<file path="src/uart_pkg.sv">
// What this block does
// - Writing the transmit buffer sets its full flag; the byte is then sent.
// - Frame: start bit, eight data bits, optional parity, one or two stops.
// - Transmission start clears the transmit full flag and pulses a transmit request.
// - A second write before transfer overwrites the waiting byte.
// - Idle transmit pin level is high, or low in infrared mode.
// - Baud rate comes from base clock, clocks-per-bit adjust and divisor.
// - Before the stop bit ends, data goes to the receive buffer; full flag and request.
// - A frame finished under overrun is dropped; the buffer keeps its byte.
// - Parity mismatch sets the parity error flag and pulses a receive request.
// - A buffer read that clears a parity error still returns the receive buffer byte.
// - A zero stop bit sets the framing error flag and pulses a receive request.
// - Data bits done while buffer still full sets overrun and pulses a request.
// - While overrun stands, further frames are dropped without any request.
// - Dropped frames never set parity or framing error flags.
// - Flags seen set by a status read clear on the next buffer read.
// - Flags set after that status read survive the buffer read.
// - Reception starts on a falling edge; bits decided by majority of counts 8 to 6.
// - A start bit sampled high abandons the frame until the next falling edge.
// - Adjust codes 000 to 100 give 16, 16/17, 15, 15/16 or 17 clocks per bit.
package uart_pkg;

   localparam int ADR_W = 5;

   // Byte offsets of the word registers
   localparam logic [ADR_W-1:0] OFS_CONTROL_ONE = 5'h00;
   localparam logic [ADR_W-1:0] OFS_CONTROL_TWO = 5'h04;
   localparam logic [ADR_W-1:0] OFS_BAUD_DIV    = 5'h08;
   localparam logic [ADR_W-1:0] OFS_STATUS      = 5'h0C;
   localparam logic [ADR_W-1:0] OFS_TX_DATA     = 5'h10;
   localparam logic [ADR_W-1:0] OFS_RX_DATA     = 5'h14;

   // Control one fields
   localparam int C1_TX_ENABLE   = 0;
   localparam int C1_RX_ENABLE   = 1;
   localparam int C1_PARITY_EN   = 2;
   localparam int C1_PARITY_EVEN = 3;
   localparam int C1_STOP_TWO    = 4;
   localparam int C1_BASE_LO     = 5;
   localparam int C1_INFRARED    = 7;

   // Status fields
   localparam int ST_TX_BUSY = 0;
   localparam int ST_TX_FULL = 1;
   localparam int ST_RX_FULL = 2;
   localparam int ST_PARITY  = 3;
   localparam int ST_FRAMING = 4;
   localparam int ST_OVERRUN = 5;

   localparam logic [7:0] RST_CONTROL_ONE = 8'h00;
   localparam logic [2:0] RST_CONTROL_TWO = 3'h0;
   localparam logic [7:0] RST_BAUD_DIV    = 8'h00;

   // Sub-bit counter values
   localparam logic [4:0] RT_SAMPLE_HI = 5'h08;
   localparam logic [4:0] RT_SAMPLE_LO = 5'h06;
   localparam logic [4:0] RT_STOP_DONE = 5'h05;
   localparam logic [4:0] RT_TOP_15    = 5'h0E;
   localparam logic [4:0] RT_TOP_16    = 5'h0F;
   localparam logic [4:0] RT_TOP_17    = 5'h10;
   localparam logic [2:0] LAST_DATA    = 3'h7;

   typedef enum logic [5:0] {
      TX_IDLE   = 6'b000001,
      TX_START  = 6'b000010,
      TX_DATA   = 6'b000100,
      TX_PARITY = 6'b001000,
      TX_STOP1  = 6'b010000,
      TX_STOP2  = 6'b100000
   } tx_state_type;

   typedef enum logic [4:0] {
      RX_IDLE   = 5'b00001,
      RX_START  = 5'b00010,
      RX_DATA   = 5'b00100,
      RX_PARITY = 5'b01000,
      RX_STOP   = 5'b10000
   } rx_state_type;

endpackage : uart_pkg

</file>
<file path="src/baud_tick_gen.sv">
`timescale 1ns/10ps
module baud_tick_gen (
   // Clock and reset
   input  wire logic       i_clk,
   input  wire logic       i_srst,
   // Rate setting
   input  wire logic [1:0] i_base_sel,
   input  wire logic [7:0] i_divisor,
   // Sub-bit clock pulse
   output logic            o_rt_tick
);
   import uart_pkg::*;

   typedef struct packed {
      logic [2:0] presc;
      logic [7:0] div;
      logic       tick;
   } gen_type;

   gen_type state_reg;
   gen_type state_next;

   always_comb begin
      logic [2:0] presc_top;
      presc_top = 3'h0;
      state_next = state_reg;
      state_next.tick = 1'b0;
      // Base select divides the system clock by 1, 2, 4 or 8
      presc_top = 3'((4'h1 << i_base_sel) - 4'h1);
      if (state_reg.presc >= presc_top) begin
         state_next.presc = 3'h0;
         if (state_reg.div >= i_divisor) begin
            state_next.div = 8'h00;
            state_next.tick = 1'b1;
         end else begin
            state_next.div = state_reg.div + 8'h01;
         end
      end else begin
         state_next.presc = state_reg.presc + 3'h1;
      end
   end

   always_ff @(posedge i_clk) begin
      if (i_srst) begin
         state_reg <= '0;
      end else begin
         state_reg <= state_next;
      end
   end

   assign o_rt_tick = state_reg.tick;

endmodule : baud_tick_gen

</file>
<file path="src/uart_txrx.sv">
`timescale 1ns/10ps
module uart_txrx (
   // Clock and reset
   input  wire logic                      i_clk,
   input  wire logic                      i_srst,
   // Classic Wishbone slave
   input  wire logic                      i_wb_cyc,
   input  wire logic                      i_wb_stb,
   input  wire logic                      i_wb_we,
   input  wire logic [uart_pkg::ADR_W-1:0] i_wb_adr,
   input  wire logic [3:0]                i_wb_sel,
   input  wire logic [31:0]               i_wb_dat,
   output logic      [31:0]               o_wb_dat,
   output logic                           o_wb_ack,
   // Power mode levels
   input  wire logic                      i_stop_mode,
   input  wire logic                      i_low_power_idle_mode,
   input  wire logic                      i_low_power_sleep_mode,
   // Serial line
   input  wire logic                      i_serial_in_pin,
   output logic                           o_serial_out_pin,
   // Request pulses
   output logic                           o_tx_interrupt_request,
   output logic                           o_rx_interrupt_request
);
   import uart_pkg::*;

   typedef struct packed {
      logic [7:0]   ctrl_one;
      logic [2:0]   ctrl_two;
      logic [7:0]   divisor;
      logic [7:0]   tx_buf;
      logic         tx_buffer_full_flag;
      tx_state_type tx_state;
      logic [4:0]   tx_rt;
      logic [2:0]   tx_bit;
      logic [7:0]   tx_shift;
      logic         tx_par;
      logic         tx_alt;
      logic         tx_line;
      logic         pin;
      rx_state_type rx_state;
      logic [4:0]   rx_rt;
      logic [2:0]   rx_bit;
      logic [7:0]   rx_shift;
      logic [2:0]   rx_samp;
      logic         rx_alt;
      logic         rx_drop;
      logic         rx_pbad;
      logic [7:0]   rx_buf;
      logic         rx_buffer_full_flag;
      logic         perr;
      logic         ferr;
      logic         overrun_error_flag;
      logic [3:0]   armed;
      logic         sync1;
      logic         sync2;
      logic         sync_prev;
      logic         ack;
      logic [31:0]  rdata;
      logic         tx_irq;
      logic         rx_irq;
   } state_type;

   state_type state_reg;
   state_type state_next;
   logic      rt_tick;

   // Reload value of the sub-bit counter, alternating on odd bits
   function automatic logic [4:0] rt_top(input logic [2:0] adj, input logic odd);
      case (adj)
         3'h0:    rt_top = RT_TOP_16;
         3'h1:    rt_top = odd ? RT_TOP_17 : RT_TOP_16;
         3'h2:    rt_top = RT_TOP_15;
         3'h3:    rt_top = odd ? RT_TOP_16 : RT_TOP_15;
         3'h4:    rt_top = RT_TOP_17;
         default: rt_top = RT_TOP_16;
      endcase
   endfunction : rt_top

   function automatic logic majority(input logic [2:0] s);
      majority = (s[0] & s[1]) | (s[0] & s[2]) | (s[1] & s[2]);
   endfunction : majority

   baud_tick_gen u_baud (
      .i_clk      (i_clk),
      .i_srst     (i_srst),
      .i_base_sel (state_reg.ctrl_one[C1_BASE_LO+1:C1_BASE_LO]),
      .i_divisor  (state_reg.divisor),
      .o_rt_tick  (rt_tick)
   );

   always_comb begin
      logic       access;
      logic       txe;
      logic       receive_enable_bit;
      logic       par_en;
      logic       par_odd;
      logic       idle_lvl;
      logic       forced;
      logic       bit_val;
      logic       fall;
      logic [7:0] status;
      access   = 1'b0;
      txe      = 1'b0;
      receive_enable_bit      = 1'b0;
      par_en   = 1'b0;
      par_odd  = 1'b0;
      idle_lvl = 1'b1;
      forced   = 1'b0;
      bit_val  = 1'b0;
      fall     = 1'b0;
      status   = 8'h00;
      state_next = state_reg;
      state_next.tx_irq = 1'b0;
      state_next.rx_irq = 1'b0;
      txe      = state_reg.ctrl_one[C1_TX_ENABLE];
      receive_enable_bit      = state_reg.ctrl_one[C1_RX_ENABLE];
      par_en   = state_reg.ctrl_one[C1_PARITY_EN];
      par_odd  = ~state_reg.ctrl_one[C1_PARITY_EVEN];
      idle_lvl = ~state_reg.ctrl_one[C1_INFRARED];
      forced   = ~txe | i_stop_mode | i_low_power_idle_mode | i_low_power_sleep_mode;

      // The edge detector compares the second stage with the third stage
      state_next.sync1     = i_serial_in_pin;
      state_next.sync2     = state_reg.sync1;
      state_next.sync_prev = state_reg.sync2;
      fall = state_reg.sync_prev & ~state_reg.sync2;

      status[ST_TX_BUSY] = (state_reg.tx_state != TX_IDLE);
      status[ST_TX_FULL] = state_reg.tx_buffer_full_flag;
      status[ST_RX_FULL] = state_reg.rx_buffer_full_flag;
      status[ST_PARITY]  = state_reg.perr;
      status[ST_FRAMING] = state_reg.ferr;
      status[ST_OVERRUN] = state_reg.overrun_error_flag;

      // Transmit engine; it runs before the bus so a same-cycle write wins
      if (!txe) begin
         state_next.tx_state = TX_IDLE;
         state_next.tx_line  = 1'b1;
      end else if (rt_tick) begin
         unique case (state_reg.tx_state)
            TX_IDLE: begin
               if (state_reg.tx_buffer_full_flag) begin
                  state_next.tx_shift = state_reg.tx_buf;
                  // Parity is latched here since the buffer may be rewritten mid-frame
                  state_next.tx_par   = ^state_reg.tx_buf;
                  state_next.tx_buffer_full_flag     = 1'b0;
                  state_next.tx_irq   = 1'b1;
                  state_next.tx_state = TX_START;
                  state_next.tx_line  = 1'b0;
                  state_next.tx_alt   = 1'b0;
                  state_next.tx_rt    = rt_top(state_reg.ctrl_two, 1'b0);
               end
            end
            default: begin
               if (state_reg.tx_rt != 5'h00) begin
                  state_next.tx_rt = state_reg.tx_rt - 5'h01;
               end else begin
                  state_next.tx_alt = ~state_reg.tx_alt;
                  state_next.tx_rt  = rt_top(state_reg.ctrl_two, ~state_reg.tx_alt);
                  unique case (state_reg.tx_state)
                     TX_START: begin
                        state_next.tx_state = TX_DATA;
                        state_next.tx_bit   = 3'h0;
                        state_next.tx_line  = state_reg.tx_shift[0];
                     end
                     TX_DATA: begin
                        if (state_reg.tx_bit == LAST_DATA) begin
                           // Parity only when enabled, else straight to stop
                           if (par_en) begin
                              state_next.tx_state = TX_PARITY;
                              state_next.tx_line  = state_reg.tx_par ^ par_odd;
                           end else begin
                              state_next.tx_state = TX_STOP1;
                              state_next.tx_line  = 1'b1;
                           end
                        end else begin
                           state_next.tx_bit   = state_reg.tx_bit + 3'h1;
                           state_next.tx_shift = {1'b0, state_reg.tx_shift[7:1]};
                           state_next.tx_line  = state_reg.tx_shift[1];
                        end
                     end
                     TX_PARITY: begin
                        state_next.tx_state = TX_STOP1;
                        state_next.tx_line  = 1'b1;
                     end
                     TX_STOP1: begin
                        if (state_reg.ctrl_one[C1_STOP_TWO]) begin
                           state_next.tx_state = TX_STOP2;
                        end else begin
                           state_next.tx_state = TX_IDLE;
                        end
                     end
                     default: begin
                        state_next.tx_state = TX_IDLE;
                     end
                  endcase
               end
            end
         endcase
      end

      // Bus access, one cycle wait then ack
      state_next.ack = 1'b0;
      access = i_wb_cyc & i_wb_stb & ~state_reg.ack;
      if (access) begin
         state_next.ack   = 1'b1;
         state_next.rdata = 32'h0000_0000;
         if (i_wb_we) begin
            if (i_wb_sel[0]) begin
               unique case (i_wb_adr)
                  OFS_CONTROL_ONE: state_next.ctrl_one = i_wb_dat[7:0];
                  OFS_CONTROL_TWO: state_next.ctrl_two = i_wb_dat[2:0];
                  OFS_BAUD_DIV:    state_next.divisor  = i_wb_dat[7:0];
                  OFS_TX_DATA: begin
                     // Overwrites a byte not yet taken by the shifter
                     state_next.tx_buf = i_wb_dat[7:0];
                     state_next.tx_buffer_full_flag   = 1'b1;
                  end
                  default: begin
                  end
               endcase
            end
         end else begin
            unique case (i_wb_adr)
               OFS_CONTROL_ONE: state_next.rdata[7:0] = state_reg.ctrl_one;
               OFS_CONTROL_TWO: state_next.rdata[2:0] = state_reg.ctrl_two;
               OFS_BAUD_DIV:    state_next.rdata[7:0] = state_reg.divisor;
               OFS_STATUS: begin
                  state_next.rdata[7:0] = status;
                  // Remember which flags software has now seen
                  state_next.armed = {state_reg.overrun_error_flag, state_reg.ferr,
                                      state_reg.perr, state_reg.rx_buffer_full_flag};
               end
               OFS_RX_DATA: begin
                  // Buffer is returned even when a parity error clears
                  state_next.rdata[7:0] = state_reg.rx_buf;
                  if (state_reg.armed[0]) state_next.rx_buffer_full_flag = 1'b0;
                  if (state_reg.armed[1]) state_next.perr = 1'b0;
                  if (state_reg.armed[2]) state_next.ferr = 1'b0;
                  if (state_reg.armed[3]) state_next.overrun_error_flag = 1'b0;
                  state_next.armed = 4'h0;
               end
               default: begin
               end
            endcase
         end
      end

      // Receive engine; its flag sets come last so they win over clears
      if (!receive_enable_bit) begin
         state_next.rx_state = RX_IDLE;
      end else if (state_reg.rx_state == RX_IDLE) begin
         if (fall) begin
            state_next.rx_state = RX_START;
            state_next.rx_alt   = 1'b0;
            state_next.rx_samp  = 3'h0;
            state_next.rx_rt    = rt_top(state_reg.ctrl_two, 1'b0);
         end
      end else if (rt_tick) begin
         if (state_reg.rx_rt <= RT_SAMPLE_HI && state_reg.rx_rt >= RT_SAMPLE_LO) begin
            state_next.rx_samp = {state_reg.rx_samp[1:0], state_reg.sync2};
         end
         bit_val = majority(state_next.rx_samp);
         if (state_reg.rx_state == RX_STOP && state_reg.rx_rt == RT_STOP_DONE) begin
            // Decided at count 5, before the stop bit ends, so the next start edge is caught
            state_next.rx_state = RX_IDLE;
            if (!state_reg.rx_drop) begin
               state_next.rx_buf = state_reg.rx_shift;
               state_next.rx_buffer_full_flag   = 1'b1;
               state_next.rx_irq = 1'b1;
               if (state_reg.rx_pbad) state_next.perr = 1'b1;
               if (!bit_val) state_next.ferr = 1'b1;
            end
            // A dropped frame leaves the buffer and both error flags alone
         end else if (state_reg.rx_rt != 5'h00) begin
            state_next.rx_rt = state_reg.rx_rt - 5'h01;
         end else begin
            state_next.rx_alt  = ~state_reg.rx_alt;
            state_next.rx_rt   = rt_top(state_reg.ctrl_two, ~state_reg.rx_alt);
            state_next.rx_samp = 3'h0;
            unique case (state_reg.rx_state)
               RX_START: begin
                  if (bit_val) begin
                     state_next.rx_state = RX_IDLE;
                  end else begin
                     state_next.rx_state = RX_DATA;
                     state_next.rx_bit   = 3'h0;
                  end
               end
               RX_DATA: begin
                  state_next.rx_shift = {bit_val, state_reg.rx_shift[7:1]};
                  state_next.rx_bit   = state_reg.rx_bit + 3'h1;
                  if (state_reg.rx_bit == LAST_DATA) begin
                     // Overrun still standing drops the frame even once read
                     state_next.rx_drop = state_reg.rx_buffer_full_flag | state_reg.overrun_error_flag;
                     state_next.rx_pbad = 1'b0;
                     if (state_reg.rx_buffer_full_flag && !state_reg.overrun_error_flag) begin
                        state_next.overrun_error_flag   = 1'b1;
                        state_next.rx_irq = 1'b1;
                     end
                     // With overrun already set no request goes out
                     state_next.rx_state = par_en ? RX_PARITY : RX_STOP;
                  end
               end
               RX_PARITY: begin
                  state_next.rx_pbad  = bit_val ^ (^state_reg.rx_shift ^ par_odd);
                  state_next.rx_state = RX_STOP;
               end
               default: begin
                  state_next.rx_state = RX_IDLE;
               end
            endcase
         end
      end

      // Pin sits at the idle level whenever no frame is being shifted
      if (forced || state_next.tx_state == TX_IDLE) begin
         state_next.pin = idle_lvl;
      end else begin
         state_next.pin = state_next.tx_line ^ ~idle_lvl;
      end
   end

   always_ff @(posedge i_clk) begin
      if (i_srst) begin
         state_reg          <= '0;
         state_reg.ctrl_one <= RST_CONTROL_ONE;
         state_reg.ctrl_two <= RST_CONTROL_TWO;
         state_reg.divisor  <= RST_BAUD_DIV;
         state_reg.tx_state <= TX_IDLE;
         state_reg.rx_state <= RX_IDLE;
         state_reg.tx_line  <= 1'b1;
         state_reg.pin      <= 1'b1;
         state_reg.sync1    <= 1'b1;
         state_reg.sync2    <= 1'b1;
         state_reg.sync_prev <= 1'b1;
      end else begin
         state_reg <= state_next;
      end
   end

   assign o_wb_dat               = state_reg.rdata;
   assign o_wb_ack               = state_reg.ack;
   assign o_serial_out_pin       = state_reg.pin;
   assign o_tx_interrupt_request = state_reg.tx_irq;
   assign o_rx_interrupt_request = state_reg.rx_irq;

endmodule : uart_txrx

</file>
<file path="config.mk">
export PLATFORM = sky130hd
export DESIGN_NAME = uart_txrx
export DESIGN_NICKNAME = d
export VERILOG_FILES = /design/src/uart_pkg.sv /design/src/baud_tick_gen.sv /design/src/uart_txrx.sv
export SDC_FILE = /design/constraint.sdc
export NUM_CORES = 1
export LEC_CHECK = 0
export ABC_AREA = 1
export BUFFER_PORTS_ARGS = -buffer_cell sky130_fd_sc_hd__buf_2
export CAP_MARGIN = 25
export CORE_MARGIN = 2
export CORE_UTILIZATION = 49
export DETAILED_ROUTE_END_ITERATION = 10
export PLACE_DENSITY = 0.72
export SLEW_MARGIN = 20
export SYNTH_ARGS = -nofsm -noshare
export SYNTH_HDL_FRONTEND = slang
export SYNTH_SLANG_ARGS = --single-unit
</file>
<file path="constraint.sdc">
create_clock -name i_clk -period 1.8 [get_ports i_clk]
set_input_delay 0.27 -clock i_clk [delete_from_list [all_inputs] [get_ports i_clk]]
set_output_delay 0.27 -clock i_clk [all_outputs]
set_load 0.05 [all_outputs]
</file>
==> run_results.csv, run 1 <==
group,metric,value,unit
outcome,outcome,"finished, final reports clean",
logic_synthesis,synth-warning-count,0,
die,floorplan.die.width,119,um
final_layout,antenna-diode-count,0,
detailed_routing,detail_route.drc_violations,0,
final_layout,fin_nets,1069,
timing,report.final.setup_viol,0,
final_layout,layout.cells.most_common,"nand2_1",
power_and_ir_drop,pwr-share-clk,54.3,%
critical_path,crit-reg2reg-launch,"state_reg[133]$_SDFFE_PP0P_",
clocking,clkSlewWorstSetupHoldPaths,0.06,ns
min_path,hold_path.class,"input port to register",
power_and_ir_drop,sw_frac_of_total,23.4,%
place,port_buffers,34,
logic_synthesis,synth-compound-area-share,18.5,%
logic_synthesis,yosys_register_bits,123,
detailed_routing,finalWirelength,16700,um
power_and_ir_drop,design_internal_power,5.03,mW
timing,hold_violations,0,
detailed_routing,dr.first_iter.drc_count,464,
global_routing,groute.usage.overall,23.2,%
timing,drv_slew,0,
detailed_routing,num_vias,6266,
logic_synthesis,avgSynthCellArea,7.17,um^2
die,core_outline_area,13100,um^2
timing,finalCritPeriodShare,98.0,%
timing,finalWorstPathRequiredPeriod,1.76,ns
logic_synthesis,synth_adder_area_share,4.40,%
final_layout,largest_register_ff_count,97,
clocking,clk_root_buffer_cell,"clkbuf_16",
detailed_routing,route.detailed.vias_per_inst,5.29,
flow_run,maxCapViolations,0,
logic_synthesis,post_synthesis_async_set_or_reset_flop_share,0,%
critical_path,cp_max_fo,3,
global_routing,largest_net_degree_at_the_start_of_global_routing,65,
final_layout,syn2layout_area_growth,24.3,%
timing,fmax,0.567,GHz
logic_synthesis,post_synth_inst_count,911,
critical_path,cp_data_arrival_time,2.08,ns
detailed_routing,ant_nets,0,
die,boundaryPins,86,
logic_synthesis,synth.area.top_cells,"dfxtp_1 38%, nand2_1 9.4%, a21oi_1 7.5%",
place,routabilityCongestion,0.894,
critical_path,critPathLaunch,"state_reg[133]$_SDFFE_PP0P_",
die,row_count,42,
clocking,clock_network_latency_to_the_later_pin_of_the_worst_skew_pair,0.42,ns
critical_path,critical_path_class,"register to register",
clocking,tritoncts.num_buffers,17,
place,place_hpwl,11300,um
min_path,min-delay-start,"i_serial_in_pin",
logic_synthesis,yosys.area_share.simple,25.1,%
timing,post_route_hold_slack,0.0435,ns
clocking,htree_num_levels,4,
clocking,clockBufferDepth,2,
clocking,tritoncts_num_sinks,123,
logic_synthesis,main_combinational_cell_family_by_area_after_synthesis,"simple AND/OR/NAND/NOR gates",
timing,final.setup_skew,0.00785,ns
place,dpl_worst_slack,-0.0371,ns
critical_path,endpoint_kind,"register",
critical_path,reg2regPathDepth,9,
detailed_routing,avgRoutedWirePerCell,14.1,um
clocking,cts_tree,"built",
logic_synthesis,synth_top_area_cell,"dfxtp_1",
global_routing,grt_pass1_wl,26700,um
logic_synthesis,yosysUniqueCellTypes,48,
critical_path,cp_cell_sequence,"or2_4, ha_4, nand3b_1, nand3_2, nand4_1, nor2_2, nand4_1, xor2_1, nor2_1",
logic_synthesis,synth_xor_area_share,2.28,%
critical_path,crit_path_start_kind,"register",
timing,worst_slack,0.0365,ns
critical_path,cp_common_cell,"nand4_1",
die,chipHeight,119,um
power_and_ir_drop,static_leak,3.44,nW
die,initial_core_utilization,49.8,%
power_and_ir_drop,vdd_ir_drop_max,0.916,mV
logic_synthesis,synthMuxAreaShare,0,%
die,fp.dieArea,14300,um^2
global_routing,grt_overflow,0,
critical_path,cpPeakStageDelay,0.33,ns
power_and_ir_drop,power_frac_comb,4.1,%
power_and_ir_drop,total_power_density_per_cell_area,809,nW/um^2
global_routing,number_of_global_route_vias_before_repair,5609,
critical_path,critical-path-slowest-cell,"dfxtp_2",
logic_synthesis,yosysSeqAreaShare,37.7,%
logic_synthesis,synth.cell_area,6540,um^2
final_layout,layout_common_cells,"148 x nand2_1, 115 x dfxtp_1, 98 x inv_1",
min_path,min_path_cells,2,
critical_path,worst_ep_required_time,2.11,ns
power_and_ir_drop,proportion_of_power_drawn_by_flip_flops_and_latches,41.6,%
logic_synthesis,synth_top_area_share,37.7,%
timing,grt_setup_unrepaired,"true",
logic_synthesis,edff_count_synth,0,
logic_synthesis,synth_ff_type,"dfxtp_1",
clocking,hold_buf_cts,0,
global_routing,antenna_found_initial,0,
final_layout,layout-drive-gt1-share,23.8,%
detailed_routing,dr.pass1.iters,6,
power_and_ir_drop,switching_power,1.54,mW
[power groups by stage]
stage               registers, mW  clock network, mW  logic, mW
global route                 2.73               3.75      0.287
global placement             2.79                  0      0.262
detailed placement           2.79                  0      0.262
CTS                          2.73               3.59      0.264
floorplan                    2.79                  0      0.228
finish                       2.73               3.57      0.270
[worst paths after layout]
| kind | endpoint | slack [ns] |
|---|---|---|
| max | u_baud.state_reg[8]$_SDFFE_PP0P_ | 0.04 |
| min | state_next[36]$_SDFF_PP1_ | 0.04 |
| max reg2reg | u_baud.state_reg[8]$_SDFFE_PP0P_ | 0.04 |
| min reg2reg | state_next[35]$_SDFF_PP1_ | 0.43 |
[kinds of logic after synthesis]
kind of cell / after synthesis
AOI/OAI and AO/OA: 224
xor gates and xnor gates: 17
adders and majority gates: 23
buffers and inverters: 169
DFF: 123
other: 1
and+or+nand+nor: 354
[cell type report]
type | count | area, um^2
fillers | 1184 | 5010
multi-input cells | 643 | 3720
flip-flops and latches | 123 | 2470
repair buffers | 92 | 639
clock buffers | 19 | 453
inverters | 118 | 448
well taps | 176 | 220
clock inverters | 13 | 166
repair inverters | 1 | 7.51
[cells in the mapped netlist, types with 3 or more instances]
library cell  number
clkbuf_1          10
dfxtp_1          123
o221ai_1           3
nor2_2             9
xnor2_1           10
nor3_1             7
o21ai_0           93
buf_2              4
o22ai_1            4
buf_4             33
nor2_1            81
o2111ai_1          3
a22oi_1            5
a211oi_1           5
or2_2              5
inv_2             10
inv_1            106
nand4_1           11
nand2_2            5
buf_6              3
a221oi_1           3
ha_1              23
nand3_1           51
a21oi_1           98
xor2_1             7
nand3_2            5
nand2_1          163
nor2_4             3
[metrics by stage]
stage	utilization [%]	area, um^2	total power, mW	cells	setup TNS (ns)
2_1_floorplan	-	6620	3.02	934	0
5_1_grt	61.9	8130	6.77	1185	-0.757
4_1_cts	59.0	7750	6.59	1177	0
3_3_place_gp	53.7	7060	3.06	1141	0
6_report	61.9	8130	6.57	1185	0
3_5_place_dp	53.7	7060	3.06	1141	-0.111
[worst max-delay path: cells and delay by family (launching register included)]
family,cells,cell delay (ns)
adders and majority gates,1,0.15
and+or+nand+nor,7,1.01
DFF,1,0.33
xor gates and xnor gates,1,0.15
[layer usage]
metal / global-route usage, % / part of all wire [%]
met1: 30.5 / 44
met2: 37.4 / 48
met3: 5.28 / 5.5
met5: 0 / 0
met4: 8.31 / 2.4
[what timing repair did]
item                                    in CTS  in global routing
endpoints found under the setup margin      13                 49
setup buffers                                2                  7
cloned                                       2                  1
gates resized for setup                     18                 83
pin swaps                                    6                 26
Power figures use the tool's default switching activity.
==> run 2, diff against run 1 <==
--- a/config.mk
+++ b/config.mk
@@ -11,7 +11,7 @@
 export CORE_MARGIN = 2
 export CORE_UTILIZATION = 49
 export DETAILED_ROUTE_END_ITERATION = 10
-export PLACE_DENSITY = 0.72
+export PLACE_DENSITY = 0.69
 export SLEW_MARGIN = 20
 export SYNTH_ARGS = -nofsm -noshare
 export SYNTH_HDL_FRONTEND = slang
==> constraint.sdc (replaced) <==
create_clock -name i_clk -period 2 [get_ports i_clk]
set_input_delay 0.1 -clock i_clk [delete_from_list [all_inputs] [get_ports i_clk]]
set_output_delay 0.1 -clock i_clk [all_outputs]
set_load 0.05 [all_outputs]
==> run 2 against run 1 <==
Compared with the run above:
- sequential share of layout area rose by 2.3 points
- maximum frequency decreased by 5.6%
- critical path depth unchanged
- die area unchanged
- register-to-register slack improved by 0.096 ns
- critical endpoint unchanged
==> run_results.csv, run 2 (same netlist as run 1, synthesis figures left out) <==
group,metric,value,unit
critical_path,worst_path_dominant_cell_family,"simple AND/OR/NAND/NOR gates",
min_path,hold_path.class,"input port to register",
clocking,clockBufferDepth,2,
power_and_ir_drop,vdd_ir_drop_max,0.630,mV
critical_path,rr_endpoint,"u_baud.state_reg[8]$_SDFFE_PP0P_",
place,routabilityCongestion,0.961,
detailed_routing,dr.pass1.iters,5,
timing,finalWorstPathRequiredPeriod,1.87,ns
critical_path,critical-path-slowest-cell,"dfxtp_2",
detailed_routing,avgRoutedWirePerCell,13.6,um
timing,worst_slack,0.133,ns
global_routing,grt_overflow,0,
critical_path,timing.critical_path.buf_inv,0,
clocking,htree_num_levels,4,
critical_path,crit-reg2reg-launch,"state_reg[132]$_SDFFE_PP0P_",
final_layout,layout_common_cells,"162 x nand2_1, 120 x dfxtp_1, 104 x inv_1",
critical_path,cp_max_fo,4,
critical_path,critical_path_class,"register to register",
clocking,cts_tree,"built",
detailed_routing,route.detailed.vias_per_inst,5.11,
critical_path,cpPeakStageDelay,0.34,ns
critical_path,endpoint_kind,"register",
global_routing,globalRouteMet3Util,4.80,%
critical_path,crit_path_start_kind,"register",
critical_path,cp_data_arrival_time,2.17,ns
global_routing,grt_util_met1,31.5,%
min_path,min_path_cells,4,
global_routing,number_of_global_route_vias_before_repair,5264,
critical_path,worst_ep_required_time,2.30,ns
timing,worst-slew-pin-transition,0.580,ns
detailed_routing,finalWirelength,15800,um
place,place_hpwl,11200,um
timing,drv_slew,0,
timing,report.final.setup_viol,0,
detailed_routing,detail_route.drc_violations,0,
final_layout,fin_nets,1040,
final_layout,largest_register_ff_count,97,
global_routing,largest_net_degree_at_the_start_of_global_routing,48,
place,dpl_worst_slack,0.0853,ns
flow_run,maxCapViolations,0,
global_routing,groute.usage.overall,22.7,%
die,boundaryPins,86,
die,floorplan.die.width,119,um
die,chipHeight,119,um
timing,hold_violations,0,
detailed_routing,num_vias,5907,
detailed_routing,ant_nets,0,
clocking,clock_network_latency_to_the_later_pin_of_the_worst_skew_pair,0.42,ns
place,port_buffers,34,
final_layout,finish.instance_area,7540,um^2
min_path,min_to,"o_wb_dat[6]$_SDFFE_PP0N_",
min_path,min-delay-start,"i_wb_we",
power_and_ir_drop,total_power_density_per_cell_area,737,nW/um^2
detailed_routing,dr.first_iter.drc_count,427,
die,core_outline_area,13100,um^2
outcome,outcome,"finished, final reports clean",
die,initial_core_utilization,49.8,%
final_layout,syn2layout_area_growth,15.4,%
timing,finalCritPeriodShare,93.4,%
critical_path,reg2regPathDepth,9,
clocking,tritoncts.num_buffers,17,
die,fp.dieArea,14300,um^2
clocking,clkSlewWorstSetupHoldPaths,0.06,ns
global_routing,grt.busiest_layer,"met2",
critical_path,cp_cell_sequence,"or2_2, ha_1, nand3_2, nand3_2, nand4_1, nor2_2, nand4_1, xor2_1, nor2_1",
clocking,tritoncts_num_sinks,123,
die,row_count,42,
place,placement.cell_area,6840,um^2
timing,worst_slew_margin_rel,61.1,%
timing,fmax,0.536,GHz
global_routing,met2_usage_grt,35.5,%
final_layout,layout-drive-gt1-share,15.7,%
global_routing,antenna_found_initial,0,
timing,final.setup_skew,0.00752,ns
critical_path,rrSetupSlack,0.13,ns
final_layout,antenna-diode-count,0,
power_and_ir_drop,static_leak,3.22,nW
final_layout,layout.cells.most_common,"nand2_1",
clocking,clk_root_buffer_cell,"clkbuf_16",
global_routing,grt_pass1_wl,25800,um
## run 2: stage by stage
step | power [mW] | hold slack (ns) | std cells | TNS, ns | util (%)
2_1_floorplan | 2.72 | 0.204 | 934 | 0 | -
4_1_cts | 5.59 | 0.00321 | 1154 | 0 | 56.7
3_3_place_gp | 2.75 | 0.292 | 1115 | 0 | 52.0
6_report | 5.56 | 0.0130 | 1156 | 0 | 57.4
3_5_place_dp | 2.75 | 0.284 | 1115 | 0 | 52.0
5_1_grt | 5.72 | 0.0558 | 1156 | -0.0139 | 57.4
## run 2: cell type report
type                    count  area [um^2]
inverters                 118          445
clock buffers              20          447
fillers                  1287         5600
multi-input cells         642         3440
repair buffers             65          420
clock inverters            12          100
flip-flops and latches    123         2470
well taps                 176          220
## run 2: what timing repair did
action / CTS / global route
endpoints found under the hold margin: 11 / 0
setup endpoints to repair: 0 / 15
hold buffers: 7 / 0
setup buffers: 0 / 2
gates resized for setup: 0 / 24
## run 2: per-layer routing
metal	part of all wire, %	up-vias
met3	4.7	20
met5	0	-
li1	-	3076
met1	47	2671
met4	1.4	0
met2	46	140
## run 2: worst register-to-register path: cells and delay by family (launching register included)
family / cells / cell delay, ns
simple gates: 7 / 0.95
flops: 1 / 0.34
fa+ha+maj: 1 / 0.30
xor+xnor: 1 / 0.16
## run 2: how the worst max path moves through the flow
| stage | start | to | slack, ns | depth (start not counted) |
|---|---|---|---|---|
| 2_1_floorplan | state_reg[132]$_SDFFE_PP0P_ | u_baud.state_reg[8]$_SDFFE_PP0P_ | 0.24 | 9 |
| 3_3_place_gp | state_reg[96]$_SDFFE_PP0P_ | o_serial_out_pin$_SDFF_PP1_ | 0.11 | 13 |
| 3_5_place_dp | state_reg[96]$_SDFFE_PP0P_ | o_serial_out_pin$_SDFF_PP1_ | 0.09 | 11 |
| 4_1_cts | state_reg[96]$_SDFFE_PP0P_ | o_serial_out_pin$_SDFF_PP1_ | 0.07 | 11 |
| 5_1_grt | state_reg[101]$_SDFF_PP1_ | o_serial_out_pin$_SDFF_PP1_ | -0.01 | 12 |
| 6_report | state_reg[132]$_SDFFE_PP0P_ | u_baud.state_reg[8]$_SDFFE_PP0P_ | 0.13 | 9 |
## run 2: power by group
group          leakage [nW]  switching, mW  internal [mW]
clock network         0.254           1.12           1.72
registers             0.993        0.00552           2.46
logic                  1.97          0.198         0.0516
==> run 3, diff against run 2 <==
==> constraint.sdc (replaced) <==
create_clock -name i_clk -period 2 [get_ports i_clk]
set_input_delay 0.4 -clock i_clk [delete_from_list [all_inputs] [get_ports i_clk]]
set_output_delay 0.4 -clock i_clk [all_outputs]
set_load 0.05 [all_outputs]
==> run 3 against run 2 <==
Compared with the run above:
- routed wire length shrank 1.6%
- highest routed layer unchanged
- clock power grew 12%
- sequential power is essentially flat
- final cell count shrank 0.35%
- maximum frequency grew 0.37%
- die area is the same
- flip-flop and latch count is the same
- largest power group unchanged
- register-to-register slack is essentially flat
- first-iteration DRC count is the same
- critical path type unchanged
- combinational power shrank 4%
==> run_results.csv, run 3 (same netlist as run 1, synthesis figures left out) <==
group,metric,value,unit
clocking,cts_tree,"built",
critical_path,cp_data_arrival_time,2.17,ns
global_routing,groute.usage.overall,22.4,%
place,place_hpwl,11200,um
detailed_routing,dr.first_iter.drc_count,427,
timing,finalCritPeriodShare,93.0,%
min_path,min-delay-start,"i_serial_in_pin",
die,fp.dieArea,14300,um^2
place,routabilityCongestion,0.917,
die,floorplan.die.width,119,um
timing,hold_violations,0,
detailed_routing,dr.pass1.iters,5,
critical_path,worst_ep_required_time,2.31,ns
critical_path,rrSetupSlack,0.14,ns
min_path,min_path_cells,2,
global_routing,largest_net_degree_at_the_start_of_global_routing,65,
outcome,outcome,"finished, final reports clean",
global_routing,grt_pass1_wl,25600,um
final_layout,layout_common_cells,"161 x nand2_1, 120 x dfxtp_1, 106 x inv_1",
global_routing,antenna_found_initial,0,
die,initial_core_utilization,49.8,%
clocking,clockBufferDepth,2,
min_path,hold_path.class,"input port to register",
detailed_routing,ant_nets,0,
critical_path,crit_path_start_kind,"register",
global_routing,grt.busiest_layer,"met2",
detailed_routing,avgRoutedWirePerCell,13.5,um
critical_path,rr_endpoint,"u_baud.state_reg[8]$_SDFFE_PP0P_",
timing,fmax,0.538,GHz
die,boundaryPins,86,
global_routing,globalRouteMet3Util,4.80,%
timing,grt_setup_unrepaired,"true",
clocking,tritoncts.num_buffers,17,
clocking,clkSlewWorstSetupHoldPaths,0.06,ns
timing,final.setup_skew,0.00767,ns
detailed_routing,finalWirelength,15500,um
critical_path,critical_path_class,"register to register",
critical_path,cp_max_fo,4,
global_routing,grt_overflow,0,
global_routing,met2_usage_grt,35.5,%
final_layout,fin_nets,1036,
final_layout,antenna-diode-count,0,
min_path,min_to,"state_next[36]$_SDFF_PP1_",
final_layout,syn2layout_area_growth,15.6,%
detailed_routing,detail_route.drc_violations,0,
final_layout,layout.cells.most_common,"nand2_1",
die,chipHeight,119,um
timing,finalWorstPathRequiredPeriod,1.86,ns
critical_path,crit-reg2reg-launch,"state_reg[132]$_SDFFE_PP0P_",
final_layout,layout-drive-gt1-share,15.7,%
critical_path,endpoint_kind,"register",
power_and_ir_drop,static_leak,3.24,nW
detailed_routing,route.detailed.vias_per_inst,5.12,
detailed_routing,num_vias,5900,
clocking,htree_num_levels,4,
critical_path,reg2regPathDepth,9,
clocking,tritoncts_num_sinks,123,
power_and_ir_drop,total_power_density_per_cell_area,777,nW/um^2
timing,post_route_hold_slack,0.172,ns
global_routing,grt_util_met1,30.2,%
global_routing,number_of_global_route_vias_before_repair,5283,
clocking,clk_root_buffer_cell,"clkbuf_16",
timing,drv_slew,0,
power_and_ir_drop,vdd_ir_drop_max,0.560,mV
timing,report.final.setup_viol,0,
final_layout,post-route-util,57.5,%
place,port_buffers,34,
flow_run,maxCapViolations,0,
die,core_outline_area,13100,um^2
clocking,clock_network_latency_to_the_later_pin_of_the_worst_skew_pair,0.42,ns
die,row_count,42,
final_layout,largest_register_ff_count,97,
run 3: changes by cell type in the layout (fill, tap and decap cells not counted), sizes merged:
cell | previous run | this run
bufinv | 1 | 3
buf | 58 | 61
inv | 116 | 119
clkbuf | 20 | 19
dlygate4sd3 | 7 | 0
clkinvlp | 6 | 3
clkinv | 7 | 6
run 3: metrics by stage:
stage | cells | setup TNS, ns | setup WS, ns | instance area, um^2 | power, mW
final | 1152 | 0 | 0.140 | 7560 | 5.87
after global routing | 1152 | -0.0380 | -0.0209 | 7560 | 6.05
after CTS | 1146 | 0 | 0.0395 | 7450 | 5.91
after detailed placement | 1114 | 0 | 0.0801 | 6840 | 2.75
after global placement | 1114 | 0 | 0.0989 | 6840 | 2.75
after floorplan | 934 | 0 | 0.240 | 6620 | 2.72
run 3: how the worst max path moves through the flow:
stage / startpoint / endpoint / cells after the start
floorplan: state_reg[132]$_SDFFE_PP0P_ / u_baud.state_reg[8]$_SDFFE_PP0P_ / 9
global placement: state_reg[96]$_SDFFE_PP0P_ / o_serial_out_pin$_SDFF_PP1_ / 11
detailed placement: state_reg[132]$_SDFFE_PP0P_ / u_baud.state_reg[8]$_SDFFE_PP0P_ / 9
CTS: state_reg[132]$_SDFFE_PP0P_ / u_baud.state_reg[8]$_SDFFE_PP0P_ / 9
global route: state_reg[132]$_SDFFE_PP0P_ / u_baud.state_reg[8]$_SDFFE_PP0P_ / 9
finish: state_reg[132]$_SDFFE_PP0P_ / u_baud.state_reg[8]$_SDFFE_PP0P_ / 9
run 3: layer usage:
layer	up-vias	part of all wire, %
met5	-	0
met4	0	1.8
met3	23	4.0
met2	114	46
met1	2700	48
li1	3063	-
run 3: repair_timing:
| action | CTS | global route |
|---|---|---|
| pin swaps | 0 | 6 |
| hold buffers | 0 | 0 |
| buffers inserted | 0 | 6 |
| endpoints found under the setup margin | 1 | 15 |
| resized for setup | 1 | 17 |
run 3: final cells by class:
class / count / area [um^2]
Clock inverter: 13 / 166
Multi-Input combinational cell: 642 / 3430
Fill cell: 1276 / 5580
Tap cell: 176 / 220
Inverter: 118 / 443
Clock buffer: 19 / 443
Timing Repair Buffer: 61 / 385
Sequential cell: 123 / 2470
run 3: power by group:
group          switching, mW  leakage, nW  internal [mW]
logic                  0.195         1.96         0.0431
registers            0.00541        0.993           2.46
clock network           1.17        0.290           2.00
run 3: worst max-delay path: stages, from the launching register on:
cell and delay, ns:
dfxtp_2 0.34, or2_4 0.25, ha_1 0.16, nand3b_1 0.19, nand3_2 0.12, nand4_1 0.13
nor2_2 0.18, nand4_1 0.14, xor2_1 0.19, nor2_1 0.05
